$ cat config.mk
export PLATFORM = sky130hd
export DESIGN_NAME = eab_cycle_acct
export DESIGN_NICKNAME = d
export VERILOG_FILES = /design/src/shared/eab_pkg.sv /design/src/core/eab_cost_rom.sv /design/src/core/eab_cycle_acct.sv
export SDC_FILE = /design/constraint.sdc
export NUM_CORES = 1
export LEC_CHECK = 0
export BUFFER_PORTS_ARGS = -buffer_cell sky130_fd_sc_hd__buf_2
export CAP_MARGIN = 5
export CORE_UTILIZATION = 55
export CTS_BUF_LIST = sky130_fd_sc_hd__clkbuf_4 sky130_fd_sc_hd__clkbuf_8 sky130_fd_sc_hd__clkbuf_16
export DETAILED_ROUTE_END_ITERATION = 16
export PLACE_DENSITY_LB_ADDON = 0.3
export SYNTH_ARGS = -nofsm -noshare
export SYNTH_HDL_FRONTEND = slang
export SYNTH_SLANG_ARGS = --single-unit
$ cat constraint.sdc
create_clock -name core_clk -period 2.6 [get_ports core_clk]
set_clock_uncertainty 0.2 [all_clocks]
set_input_delay 0.52 -clock core_clk [delete_from_list [all_inputs] [get_ports core_clk]]
set_output_delay 0.52 -clock core_clk [all_outputs]
set_load 0.02 [all_outputs]
$ cat src/shared/eab_pkg.sv
// Package: constants and types for the address and bit-operation cycle accounting block
package eab_pkg;

	// ----------------------------------------
	// Addressing mode codes
	// ----------------------------------------
	typedef enum logic [4:0] {
		EAB_M_DREG = 5'h00,
		EAB_M_AREG = 5'h01,
		EAB_M_IND = 5'h02,
		EAB_M_POSTINC = 5'h03,
		EAB_M_PREDEC = 5'h04,
		EAB_M_D16 = 5'h05,
		EAB_M_ABS_W = 5'h06,
		EAB_M_ABS_L = 5'h07,
		EAB_M_D8_IDX = 5'h08,
		EAB_M_D16_IDX = 5'h09,
		EAB_M_B = 5'h0a,
		EAB_M_D16_B = 5'h0b,
		EAB_M_D32_B = 5'h0c,
		EAB_M_MI_B = 5'h0d,
		EAB_M_MI_B_D16 = 5'h0e,
		EAB_M_MI_B_D32 = 5'h0f,
		EAB_M_MI_D16B = 5'h10,
		EAB_M_MI_D16B_D16 = 5'h11,
		EAB_M_MI_D16B_D32 = 5'h12,
		EAB_M_MI_D32B = 5'h13,
		EAB_M_MI_D32B_D16 = 5'h14,
		EAB_M_MI_D32B_D32 = 5'h15
	} eab_mode_t;

	localparam int EAB_NUM_MODES = 22;

	// Cost column selection
	typedef enum logic [1:0] {
		EAB_COL_BEST = 2'h0,
		EAB_COL_CACHE = 2'h1,
		EAB_COL_WORST = 2'h2
	} eab_col_t;

	// Bit operation kinds
	typedef enum logic [1:0] {
		EAB_OP_TEST = 2'h0,
		EAB_OP_CHANGE = 2'h1,
		EAB_OP_CLEAR = 2'h2,
		EAB_OP_SET = 2'h3
	} eab_op_t;

	// Request kinds
	typedef enum logic [1:0] {
		EAB_REQ_EA = 2'h0,
		EAB_REQ_BIT_REG = 2'h1,
		EAB_REQ_BIT_MEM_REG = 2'h2,
		EAB_REQ_BIT_MEM_IMM = 2'h3
	} eab_req_t;

	// ----------------------------------------
	// Widths and bit-operation costs
	// ----------------------------------------
	localparam int EAB_CLK_W = 6;
	localparam int EAB_CNT_W = 2;
	localparam int EAB_ENTRY_W = EAB_CLK_W + 3 * EAB_CNT_W;
	// Reported prefetches: worst memory bit op plus deepest address prefetches needs one more bit
	localparam int EAB_PF_W = EAB_CNT_W + 1;
	localparam logic [EAB_CLK_W-1:0] EAB_BIT_REG_BEST = 6'h01;
	localparam logic [EAB_CLK_W-1:0] EAB_BIT_REG_CACHE = 6'h04;
	localparam logic [EAB_CLK_W-1:0] EAB_BIT_REG_WORST = 6'h05;
	localparam logic [EAB_CLK_W-1:0] EAB_BIT_MEM_BEST = 6'h04;
	localparam logic [EAB_CLK_W-1:0] EAB_BIT_MEM_CACHE = 6'h04;
	localparam logic [EAB_CLK_W-1:0] EAB_BIT_MEM_WORST = 6'h05;
	localparam logic [EAB_CNT_W-1:0] EAB_BIT_WORST_PF = 2'h1;
	localparam logic [EAB_CNT_W-1:0] EAB_BIT_MEM_WR = 2'h1;

endpackage

$ cat src/core/eab_cost_rom.sv
// Registered lookup of address calculation cost per mode and column
`timescale 1ns/10ps
module eab_cost_rom (
	input wire logic core_clk, // Clock
	input wire logic nrst, // Asynchronous reset, active low
	input wire eab_pkg::eab_mode_t mode, // Addressing mode
	input wire eab_pkg::eab_col_t col, // Cost column
	output logic [eab_pkg::EAB_ENTRY_W-1:0] entry // {clocks, reads, prefetches, writes}
);
	import eab_pkg::*;

	logic [EAB_ENTRY_W-1:0] next_entry;

	// Table: total clocks with reads, prefetches and writes folded in
	always_comb begin
		next_entry = '0;
		case (mode)
			EAB_M_DREG, EAB_M_AREG: next_entry = {6'h00, 2'h0, 2'h0, 2'h0};
			EAB_M_IND, EAB_M_POSTINC, EAB_M_PREDEC: next_entry = {6'h02, 2'h0, 2'h0, 2'h0};
			EAB_M_D16, EAB_M_ABS_W: next_entry = (col == EAB_COL_WORST) ? {6'h03, 2'h0, 2'h1, 2'h0} :
				{6'h02, 2'h0, 2'h0, 2'h0};
			EAB_M_ABS_L, EAB_M_D8_IDX: begin
				case (col)
					EAB_COL_BEST: next_entry = {6'h01, 2'h0, 2'h0, 2'h0};
					EAB_COL_CACHE: next_entry = {6'h04, 2'h0, 2'h0, 2'h0};
					default: next_entry = {6'h05, 2'h0, 2'h1, 2'h0};
				endcase
			end
			EAB_M_D16_IDX, EAB_M_B: begin
				case (col)
					EAB_COL_BEST: next_entry = {6'h03, 2'h0, 2'h0, 2'h0};
					EAB_COL_CACHE: next_entry = {6'h06, 2'h0, 2'h0, 2'h0};
					default: next_entry = {6'h07, 2'h0, 2'h1, 2'h0};
				endcase
			end
			EAB_M_D16_B: begin
				case (col)
					EAB_COL_BEST: next_entry = {6'h05, 2'h0, 2'h0, 2'h0};
					EAB_COL_CACHE: next_entry = {6'h08, 2'h0, 2'h0, 2'h0};
					default: next_entry = {6'h0a, 2'h0, 2'h1, 2'h0};
				endcase
			end
			EAB_M_D32_B: begin
				case (col)
					EAB_COL_BEST: next_entry = {6'h09, 2'h0, 2'h0, 2'h0};
					EAB_COL_CACHE: next_entry = {6'h0c, 2'h0, 2'h0, 2'h0};
					default: next_entry = {6'h0f, 2'h0, 2'h2, 2'h0};
				endcase
			end
			// Memory indirect: one read for the first indirection level only
			EAB_M_MI_B: begin
				case (col)
					EAB_COL_BEST: next_entry = {6'h08, 2'h1, 2'h0, 2'h0};
					EAB_COL_CACHE: next_entry = {6'h0b, 2'h1, 2'h0, 2'h0};
					default: next_entry = {6'h0c, 2'h1, 2'h1, 2'h0};
				endcase
			end
			EAB_M_MI_B_D16, EAB_M_MI_D16B: begin
				case (col)
					EAB_COL_BEST: next_entry = {6'h0a, 2'h1, 2'h0, 2'h0};
					EAB_COL_CACHE: next_entry = {6'h0d, 2'h1, 2'h0, 2'h0};
					default: next_entry = {6'h0f, 2'h1, 2'h1, 2'h0};
				endcase
			end
			EAB_M_MI_B_D32: begin
				case (col)
					EAB_COL_BEST: next_entry = {6'h0a, 2'h1, 2'h0, 2'h0};
					EAB_COL_CACHE: next_entry = {6'h0d, 2'h1, 2'h0, 2'h0};
					default: next_entry = {6'h10, 2'h1, 2'h2, 2'h0};
				endcase
			end
			EAB_M_MI_D16B_D16: begin
				case (col)
					EAB_COL_BEST: next_entry = {6'h0c, 2'h1, 2'h0, 2'h0};
					EAB_COL_CACHE: next_entry = {6'h0f, 2'h1, 2'h0, 2'h0};
					default: next_entry = {6'h12, 2'h1, 2'h2, 2'h0};
				endcase
			end
			EAB_M_MI_D16B_D32: begin
				case (col)
					EAB_COL_BEST: next_entry = {6'h0c, 2'h1, 2'h0, 2'h0};
					EAB_COL_CACHE: next_entry = {6'h0f, 2'h1, 2'h0, 2'h0};
					default: next_entry = {6'h13, 2'h1, 2'h2, 2'h0};
				endcase
			end
			EAB_M_MI_D32B: begin
				case (col)
					EAB_COL_BEST: next_entry = {6'h0e, 2'h1, 2'h0, 2'h0};
					EAB_COL_CACHE: next_entry = {6'h11, 2'h1, 2'h0, 2'h0};
					default: next_entry = {6'h13, 2'h1, 2'h2, 2'h0};
				endcase
			end
			EAB_M_MI_D32B_D16: begin
				case (col)
					EAB_COL_BEST: next_entry = {6'h10, 2'h1, 2'h0, 2'h0};
					EAB_COL_CACHE: next_entry = {6'h13, 2'h1, 2'h0, 2'h0};
					default: next_entry = {6'h15, 2'h1, 2'h2, 2'h0};
				endcase
			end
			EAB_M_MI_D32B_D32: begin
				case (col)
					EAB_COL_BEST: next_entry = {6'h10, 2'h1, 2'h0, 2'h0};
					EAB_COL_CACHE: next_entry = {6'h13, 2'h1, 2'h0, 2'h0};
					default: next_entry = {6'h18, 2'h1, 2'h3, 2'h0};
				endcase
			end
			default: next_entry = '0;
		endcase
	end

	// Registered read data
	always_ff @(posedge core_clk or negedge nrst) begin
		if (!nrst) begin
			entry <= '0;
		end else begin
			entry <= next_entry;
		end
	end

endmodule

$ cat src/core/eab_cycle_acct.sv
// Cycle accounting for address calculation and bit operations
`timescale 1ns/10ps
module eab_cycle_acct (
	input wire logic core_clk, // Clock, 50 MHz
	input wire logic nrst, // Asynchronous reset, active low
	input wire logic req_valid, // One-cycle request strobe
	input wire eab_pkg::eab_req_t req_kind, // Address only or bit operation form
	input wire eab_pkg::eab_op_t bit_op, // Bit operation kind
	input wire eab_pkg::eab_mode_t mode, // Addressing mode of memory operand
	input wire logic base_is_index, // Base holds an index register
	input wire logic idx_used, // Index term present
	input wire logic [3:0] base_reg, // Register number used in base
	input wire logic [3:0] index_reg, // Register number used as index
	input wire logic [1:0] index_scale, // Index scale, no timing effect
	input wire logic index_long, // Index size, no timing effect
	input wire logic in_queue, // Instruction words in prefetch queue
	input wire logic in_cache, // Instruction words in cache
	output logic busy, // Lookup in progress
	output logic done, // One-cycle result strobe
	output logic bad_ea, // Illegal base/index combination, with done
	output logic [eab_pkg::EAB_CLK_W-1:0] clocks, // Total clocks
	output logic [eab_pkg::EAB_CNT_W-1:0] reads, // Read cycles
	output logic [eab_pkg::EAB_PF_W-1:0] prefetches, // Prefetch cycles
	output logic [eab_pkg::EAB_CNT_W-1:0] writes // Write cycles
);
	import eab_pkg::*;

	// ----------------------------------------
	// State and captured request
	// ----------------------------------------
	typedef enum logic [1:0] {
		EAB_S_IDLE = 2'h0,
		EAB_S_LOOK = 2'h1,
		EAB_S_SUM = 2'h2
	} eab_state_t;

	eab_state_t state;
	eab_req_t kind_q;
	eab_op_t op_q;
	eab_col_t col_q;
	eab_mode_t mode_q;
	logic bad_q;
	eab_col_t next_col;
	logic next_bad;
	logic [EAB_ENTRY_W-1:0] ea_entry;
	logic [EAB_CLK_W-1:0] base_clk;
	logic [EAB_CNT_W-1:0] base_pf;
	logic [EAB_CNT_W-1:0] base_wr;
	logic [EAB_CLK_W-1:0] ea_clk;
	logic [EAB_CNT_W-1:0] ea_rd;
	logic [EAB_CNT_W-1:0] ea_pf;
	logic [EAB_CNT_W-1:0] ea_wr;

	// Column from where the instruction words live
	always_comb begin
		if (in_queue) begin
			next_col = EAB_COL_BEST;
		end else if (in_cache) begin
			next_col = EAB_COL_CACHE;
		end else begin
			next_col = EAB_COL_WORST;
		end
	end

	// Same index register as base and index is illegal; scale and size unused
	assign next_bad = base_is_index && idx_used && (base_reg == index_reg);

	// Capture the request; base form, scale and size are not part of the key
	always_ff @(posedge core_clk or negedge nrst) begin
		if (!nrst) begin
			kind_q <= EAB_REQ_EA;
			op_q <= EAB_OP_TEST;
			col_q <= EAB_COL_BEST;
			mode_q <= EAB_M_DREG;
			bad_q <= 1'b0;
		end else if (req_valid && state == EAB_S_IDLE) begin
			kind_q <= req_kind;
			op_q <= bit_op;
			col_q <= next_col;
			mode_q <= mode;
			bad_q <= next_bad;
		end
	end

	// Address cost table
	eab_cost_rom u_rom (
		.core_clk(core_clk),
		.nrst(nrst),
		.mode(mode_q),
		.col(col_q),
		.entry(ea_entry)
	);

	assign ea_clk = ea_entry[EAB_ENTRY_W-1 -: EAB_CLK_W];
	assign ea_rd = ea_entry[3*EAB_CNT_W-1 -: EAB_CNT_W];
	assign ea_pf = ea_entry[2*EAB_CNT_W-1 -: EAB_CNT_W];
	assign ea_wr = ea_entry[EAB_CNT_W-1:0];

	// Bit operation base cost
	always_comb begin
		base_clk = '0;
		base_pf = '0;
		base_wr = '0;
		case (kind_q)
			EAB_REQ_BIT_REG: begin
				case (col_q)
					EAB_COL_BEST: base_clk = EAB_BIT_REG_BEST;
					EAB_COL_CACHE: base_clk = EAB_BIT_REG_CACHE;
					default: begin
						base_clk = EAB_BIT_REG_WORST;
						base_pf = EAB_BIT_WORST_PF;
					end
				endcase
			end
			EAB_REQ_BIT_MEM_REG, EAB_REQ_BIT_MEM_IMM: begin
				case (col_q)
					EAB_COL_BEST: base_clk = EAB_BIT_MEM_BEST;
					EAB_COL_CACHE: base_clk = EAB_BIT_MEM_CACHE;
					default: begin
						base_clk = EAB_BIT_MEM_WORST;
						base_pf = EAB_BIT_WORST_PF;
					end
				endcase
				if (op_q != EAB_OP_TEST) begin
					base_wr = EAB_BIT_MEM_WR;
				end
			end
			default: begin
				base_clk = '0;
			end
		endcase
	end

	// ----------------------------------------
	// Sequencer
	// ----------------------------------------
	always_ff @(posedge core_clk or negedge nrst) begin
		if (!nrst) begin
			state <= EAB_S_IDLE;
		end else begin
			case (state)
				EAB_S_IDLE: if (req_valid) state <= EAB_S_LOOK;
				EAB_S_LOOK: state <= EAB_S_SUM;
				EAB_S_SUM: state <= EAB_S_IDLE;
				default: state <= EAB_S_IDLE;
			endcase
		end
	end

	// Result outputs; totals hold bus cycles already
	always_ff @(posedge core_clk or negedge nrst) begin
		if (!nrst) begin
			done <= 1'b0;
			bad_ea <= 1'b0;
			clocks <= '0;
			reads <= '0;
			prefetches <= '0;
			writes <= '0;
		end else begin
			done <= (state == EAB_S_SUM);
			if (state == EAB_S_SUM) begin
				bad_ea <= bad_q;
				if (kind_q == EAB_REQ_BIT_REG) begin
					clocks <= base_clk;
					reads <= '0;
					prefetches <= {1'b0, base_pf};
					writes <= base_wr;
				end else if (kind_q == EAB_REQ_EA) begin
					clocks <= ea_clk;
					reads <= ea_rd;
					prefetches <= {1'b0, ea_pf};
					writes <= ea_wr;
				end else begin
					// Fetch address and fetch immediate address share one table
					clocks <= base_clk + ea_clk;
					reads <= ea_rd;
					// Widened sum: worst case reaches four prefetches
					prefetches <= {1'b0, base_pf} + {1'b0, ea_pf};
					writes <= base_wr + ea_wr;
				end
			end
		end
	end

	// Busy from request until the result strobe, low again while done is high
	always_ff @(posedge core_clk or negedge nrst) begin
		if (!nrst) begin
			busy <= 1'b0;
		end else begin
			busy <= (state == EAB_S_IDLE) ? req_valid : (state != EAB_S_SUM);
		end
	end

endmodule

Yosys cells after proc, flatten, opt, wreduce, memory -nomap -nowiden
Cells that the tools add are included.

storage, ports and cells
  flip-flop bits (word level) = 42
  input port bits = 27
  output and inout port bits = 16
  word-level logic and storage cells = 95

cells by class
  add/subtract/negate cells = 3
  equality and inequality tests = 30
  multiplexer cells = 33
  reduce and logical (&&, ||, !) cells = 15

operator list
  operator                                                               number
  12-bit case mux with 14 select lines                                   1
  9-bit case mux with 2 select lines                                     6
  11-bit case mux with 2 select lines                                    4
  5-bit by 4-bit equality test with 1-bit output, second input constant  8
  10-bit case mux with 2 select lines                                    2
  5-bit equality test, second input constant                             6
  5-bit by 3-bit equality test with 1-bit output, second input constant  4
  2-bit 2-to-1 mux                                                       6
  6-bit 2-to-1 mux                                                       2
  6-bit case mux with 2 select lines                                     1
  2-bit OR reduction                                                     6
  5-bit by 2-bit equality test with 1-bit output, second input constant  2
  2-bit equality test, second input constant                             4
  7-bit 2-to-1 mux                                                       1
  6-bit adder                                                            1
  2-bit by 1-bit equality test with 1-bit output, second input constant  3
  2-bit logical NOT                                                      3
  1-bit 2-to-1 mux                                                       6
  3-bit 2-to-1 mux                                                       2
  3-bit case mux with 2 select lines                                     1
  3-bit OR reduction                                                     2
  4-bit equality test                                                    1
  2-bit inequality test, second input constant                           2
  2-bit case mux with 2 select lines                                     1
  other kinds (4)                                                        6

Longest topological paths before layout
  depth after elaboration = 7
  depth in mapped cells = 10
  gate-level depth less buffers = 9

Cells and area by module
A second synthesis with hierarchy kept.

second synthesis, totals
  cell total of the unflattened synthesis = 272
  area, all modules = 2326.0 sq um

modules (own cells, without submodules)
  module          times used  cells an instance  area each (sq um)  sequential area each (sq um)
  eab_cycle_acct  1           147                1425.1             750.7
  eab_cost_rom    1           125                900.9              200.2

Worst setup path before layout
OpenSTA, ideal clock, no wires.

  path kind = reg-to-reg
  start = register col_q[0]
  end = register clocks[4] in the netlist's numbering
  setup time = 0.121 ns
  arrival time = 1.774 ns
  data required time = 2.279 ns
  slack = 0.505 ns
  stages on the path, launching flop included = 11
  buffers on the path = 2
  period minus slack after synthesis = 2.095 ns
  cell sequence = dfrtp_1 -> buf_6 -> or2_0 -> buf_6 -> nand2_1 -> nand2_1 -> ha_1 -> a21oi_1 -> nor3b_1 -> xor2_1 -> a22o_1

on the way
  cells in the longest elaborated chain, start to end = 7
  elaborated cells on any way between the ends = 9
  classes of those cells = add/sub: 1; eq/ne: 1; mux: 5; reduce/logical: 2

ends and longest elaborated chain
  what                                                                                 line                                          text
  from (decl)                                                                          eab_cycle_acct.sv:40                          eab_col_t col_q;
  from (signal assigned)                                                               eab_cycle_acct.sv:79                          col_q <= next_col;
  2-bit by 1-bit equality test with 1-bit output or 2-bit logical NOT (tied branches)  eab_cycle_acct.sv:106, eab_cycle_acct.sv:116
  2-bit OR reduction (no source line)                                                  n/a
  1-bit 2-to-1 mux                                                                     eab_cycle_acct.sv:116                         case (col_q)
  6-bit case mux with 2 select lines (*)                                               eab_cycle_acct.sv:104                         case (kind_q)
  6-bit adder (*)                                                                      eab_cycle_acct.sv:175                         clocks <= base_clk + ea_clk;
  6-bit 2-to-1 mux (*)                                                                 eab_cycle_acct.sv:168                         end else if (kind_q == EAB_REQ_EA) begin
  6-bit 2-to-1 mux (*)                                                                 eab_cycle_acct.sv:163                         if (kind_q == EAB_REQ_BIT_REG) begin
  to (signal assigned)                                                                 eab_cycle_acct.sv:164                         clocks <= base_clk;
  to (signal assigned)                                                                 eab_cycle_acct.sv:169                         clocks <= ea_clk;
  to (signal assigned)                                                                 eab_cycle_acct.sv:175
  to (decl)                                                                            eab_cycle_acct.sv:21                          output logic [eab_pkg::EAB_CLK_W-1:0] clocks,

Every way passes the cells marked *; elsewhere a longest branch is shown, timed or not.
A chain may end at the register's enable or synchronous reset.

Final worst setup path
  start = register col_q[1]
  end = register clocks[3] in the netlist's numbering

Same word-level chain as after synthesis.

==> results.md <==
Status:
- The run finished with clean final reports.

GRT:
- The overall global routing resource usage is 23.66%.
- The via count of the first global-routing pass is 1728.
- After global routing the overflow that remains totals 0.
- The initial antenna violation count was 0.
- The layer flagged by global routing as most heavily used is met2.
- In the global route stage, met2 resource usage came out at 40.05%.
- The global-route wire length before repair is 7852 um.
- For met3 alone, demand over resource in global routing was 4.138%.
- Entering global routing, the biggest net connects 37 pins.
- The global-route met1 utilization is 30.85%.

Placed design:
- The half-perimeter wire length after detailed placement is 3165 um.
- The port buffer count is 37.
- Once placement finished, the instance area stood at 0.002386 mm2.
- The number of cells after detailed placement is 327.
- The routability-driven placement congestion ratio is 0.9249.

Timing:
- Static timing analysis puts the maximum clock frequency at 447.3 MHz.
- Hold timing on the final database bottoms out at a slack of 0.1032 ns.
- The share of the cycle needed by the critical path after routing is 86.00%.
- The final critical delay including setup and external delays is 2.236 ns.
- Setup repair after global routing left no endpoint under its margin.
- The worst pin sits at a relative slew slack of 48.85%.
- The count of final max-slew check failures was 0.
- The final setup TNS is 0 ns.
- The slew at the pin closest to its max-slew limit is 0.7672 ns.
- Setup violations remaining at the end of the flow were counted as 0.
- The final hold violation count is 0.

Clock tree:
- For this design, the sink count on the clock tree is 36.
- The total CTS buffers is 5.
- The number of buffers on the longest clock path is 2.
- After clock tree synthesis, the clock-pin slew on the worst setup and hold paths is 0.07 ns.
- The number of hold buffers added after CTS was 0.
- Gates resized during post-CTS repair numbered 0.
- The number of setup buffers added after CTS is 0.
- The clock latency at the later pin of the worst-skew pair is 0.29 ns.
- The buffer cell driving the clock tree root is sky130_fd_sc_hd__clkbuf_8.
- TritonCTS built the clock tree.
- The number of H-tree levels is 2.

Floorplan:
- The starting density of the core is 59.26%.
- In this run the standard cell core region covers 0.003799 mm2.
- The number of placement rows is 22.
- In this run the count of I/O pins placed on the die edge is 43.
- The horizontal die dimension is 65.98 um.
- The die area is 0.004353 mm2.
- The die height is 65.98 um.

Detailed routing:
- The detail route stage leaves a number of antenna-violating nets equal to 0.
- The via-per-instance ratio is 5.672.
- The average routed wire per standard cell is 13.67 um.
- For this block, the routed nets add up to 4581 um of wire.
- The number of design-rule violations left by the first detailed-router iteration is 92.
- The post-detailed-route DRC marker count is 0.
- The vias after detailed routing is 1900.
- The detailed-router iteration count before antenna repair is 4.

Flow run:
- The max-cap violation count is 0.

Setup path:
- The critical path start-end classification is reg -> reg.
- STA puts the critical path data arrival time at 2.18 ns.
- The worst setup path is captured at a flip-flop.
- The register-to-register setup slack is 0.36 ns.
- The data required time at the worst endpoint is 2.54 ns.
- The type of element launching the critical path is a flip-flop.
- Of all nets on the critical path, the largest fanout is 7.

Logic synthesis:
- The dominant synthesized flop cell is sky130_fd_sc_hd__dfrtp_1.
- Synthesis produced a netlist whose cell count is 258.
- The average cell area after synthesis is 8.724 um2.
- In this run, synthesis produced a sequential element count of 36.
- The mapped netlist covers 0.002251 mm2.
- The synthesized design contains 0 enable-type register cells.
- Yosys attributes the largest share of cell area to sky130_fd_sc_hd__dfrtp_1 40%, sky130_fd_sc_hd__nand2_1 8.2%, sky130_fd_sc_hd__o21ai_0 5.8%.
- The number of warning messages in the yosys log is 0.
- The share of synthesized area occupied by flip-flops and latches is 40.02%.
- The share of flip-flops with an asynchronous set or reset is 100.0%.
- The top-area cell type share of the netlist area is 40.02%.
- Yosys mapped the design onto 55 distinct sky130hd cell types.
- The cell taking the most area after synthesis is sky130_fd_sc_hd__dfrtp_1.

Power:
- The register share of total power is 38.5%.
- The internal portion of the total power is 1.371 mW.
- The fraction of power consumed by the clock network is 21.6%.
- The design draws 2.260 mW.
- Combinational cells account for 39.8% of the total power.
- Net switching is 39.31% of the power.
- IR analysis of the VDD net gives a maximum drop of 0.0005364 V.
- In this run the power spent charging and discharging nets is 0.8883 mW.
- Summed over all cells, the static leakage comes to 1.186 nW.
- In this run the power density over the cells is 904.8 mW/mm2.

Final layout:
- In the final layout, the share of cells above drive strength 1 is 23.00%.
- The final cell count without fillers is 335.
- With fillers left out, the area of the finished cells amounts to 0.002497 mm2.
- The repair_antennas step left the layout with diodes totalling 0.
- The net total in the final layout is 318.
- Relative to the synthesized area, the layout overhead comes to 10.95%.
- The layout has 337 filler cells.

Worst hold path:
- The type of the most critical hold path is in -> async.
-- final timing paths --
check | startpoint | to | cells after the start
worst min-delay path | nrst | clocks[1]$_DFFE_PN0P_ | 1
min in group core_clk | bit_op[1] | op_q[1]$_DFFE_PN0P_ | 3
max in group asynchronous | nrst | mode_q[3]$_DFFE_PN0P_ | 1
worst max-delay path | col_q[1]$_DFFE_PN0P_ | clocks[3]$_DFFE_PN0P_ | 8
worst min register to register | state[1]$_DFFE_PN0P_ | state[1]$_DFFE_PN0P_ | 1
worst max register to register | col_q[1]$_DFFE_PN0P_ | clocks[3]$_DFFE_PN0P_ | 8
-- cells in the mapped netlist, types with 5 or more instances --
| cell | instances |
|---|---|
| sky130_fd_sc_hd__clkbuf_1 | 5 |
| sky130_fd_sc_hd__dfrtp_1 | 36 |
| sky130_fd_sc_hd__nor2_1 | 18 |
| sky130_fd_sc_hd__buf_2 | 7 |
| sky130_fd_sc_hd__ha_1 | 5 |
| sky130_fd_sc_hd__xor2_1 | 6 |
| sky130_fd_sc_hd__a31oi_1 | 6 |
| sky130_fd_sc_hd__o21ai_0 | 26 |
| sky130_fd_sc_hd__buf_6 | 6 |
| sky130_fd_sc_hd__o21ai_1 | 5 |
| sky130_fd_sc_hd__buf_4 | 5 |
| sky130_fd_sc_hd__nand2_1 | 49 |
| sky130_fd_sc_hd__a21oi_1 | 10 |
| sky130_fd_sc_hd__inv_1 | 7 |
| sky130_fd_sc_hd__nand3_1 | 5 |
-- layout by cell type, fill, tap and decap left out, drive strengths merged, types with 2 or more instances in the layout --
master,synthesis,final
inv,8,8
clkbuf,5,6
o31ai,2,2
nand4,3,3
conb,1,2
o21ai,31,31
a21oi,11,11
a31oi,7,7
mux2,3,3
nand2b,4,4
a22o,2,2
nor2b,5,5
xor2,6,6
a22oi,4,4
dfrtp,36,36
nand2,49,49
nor2,19,19
nand3,6,6
nor3b,2,2
xnor2,3,3
buf,18,43
nor3,4,4
mux2i,2,2
a32o,2,2
ha,5,5
-- routing by layer --
layer	share of wire [%]	vias to the layer above
li1	-	946
met1	45	881
met2	48	68
met4	1.0	0
met3	5.7	5
met5	0	-
-- flip-flops by register name, indices dropped and copies added (netlist names) --
| signal | cells |
|---|---|
| prefetches | 3 |
| u_rom.entry | 8 |
| state | 2 |
| op_q | 2 |
| bad_ea | 1 |
| done | 1 |
| bad_q | 1 |
| clocks | 6 |
| busy | 1 |
| writes | 1 |
| reads | 1 |
| kind_q | 2 |
| mode_q | 5 |
| col_q | 2 |
-- power groups by stage --
stage / sequential (mW) / combinational (mW) / clock (mW)
after detailed placement: 0.880 / 0.885 / 0
after floorplan: 0.863 / 0.720 / 0
after CTS: 0.871 / 0.896 / 0.500
final: 0.871 / 0.900 / 0.488
after global routing: 0.896 / 1.01 / 0.528
after global placement: 0.871 / 0.870 / 0
-- cell families (layout without fill, tap and decap cells) --
kind of cell / count (synthesis) / count (layout) / share of synthesized area (%)
and+or+nand+nor: 100 / 100 / 21.96
AOI/OAI and AO/OA: 71 / 71 / 20.79
DFF: 36 / 36 / 40.02
buffers and inverters: 31 / 59 / 8.393
xor gates and xnor gates: 9 / 9 / 3.502
adders and majority gates: 5 / 5 / 2.779
muxes: 5 / 5 / 2.390
other: 1 / 2 / 0.1666
-- layout make-up --
class,instances,area (um2),area share (%)
Clock buffer,6,76.32,3.056
Clock inverter,2,35.03,1.403
Inverter,8,30.03,1.202
Multi-Input combinational cell,192,1165,46.64
Sequential cell,36,900.9,36.07
Tap cell,48,60.06,2.405
Timing Repair Buffer,43,230.2,9.218
-- worst max-delay path, stage by stage (launching register included) --
cell and delay (ns):
sky130_fd_sc_hd__dfrtp_1 0.38, sky130_fd_sc_hd__or2_0 0.36, sky130_fd_sc_hd__nand2_1 0.12, sky130_fd_sc_hd__nand2_1 0.07
sky130_fd_sc_hd__ha_1 0.33, sky130_fd_sc_hd__a31oi_1 0.29, sky130_fd_sc_hd__xnor2_1 0.10, sky130_fd_sc_hd__a22oi_1 0.15
sky130_fd_sc_hd__o21ai_0 0.09
-- stage by stage --
| stage | utilization [%] | setup slack (ns) |
|---|---|---|
| 6_report | 65.74 | 0.3641 |
| 5_1_grt | 65.74 | 0.2380 |
| 4_1_cts | 65.74 | 0.3730 |
| 3_5_place_dp | 62.81 | 0.4215 |
| 3_3_place_gp | 62.81 | 0.4448 |
| 2_1_floorplan | - | 0.5048 |
Power figures use the tool's default switching activity.
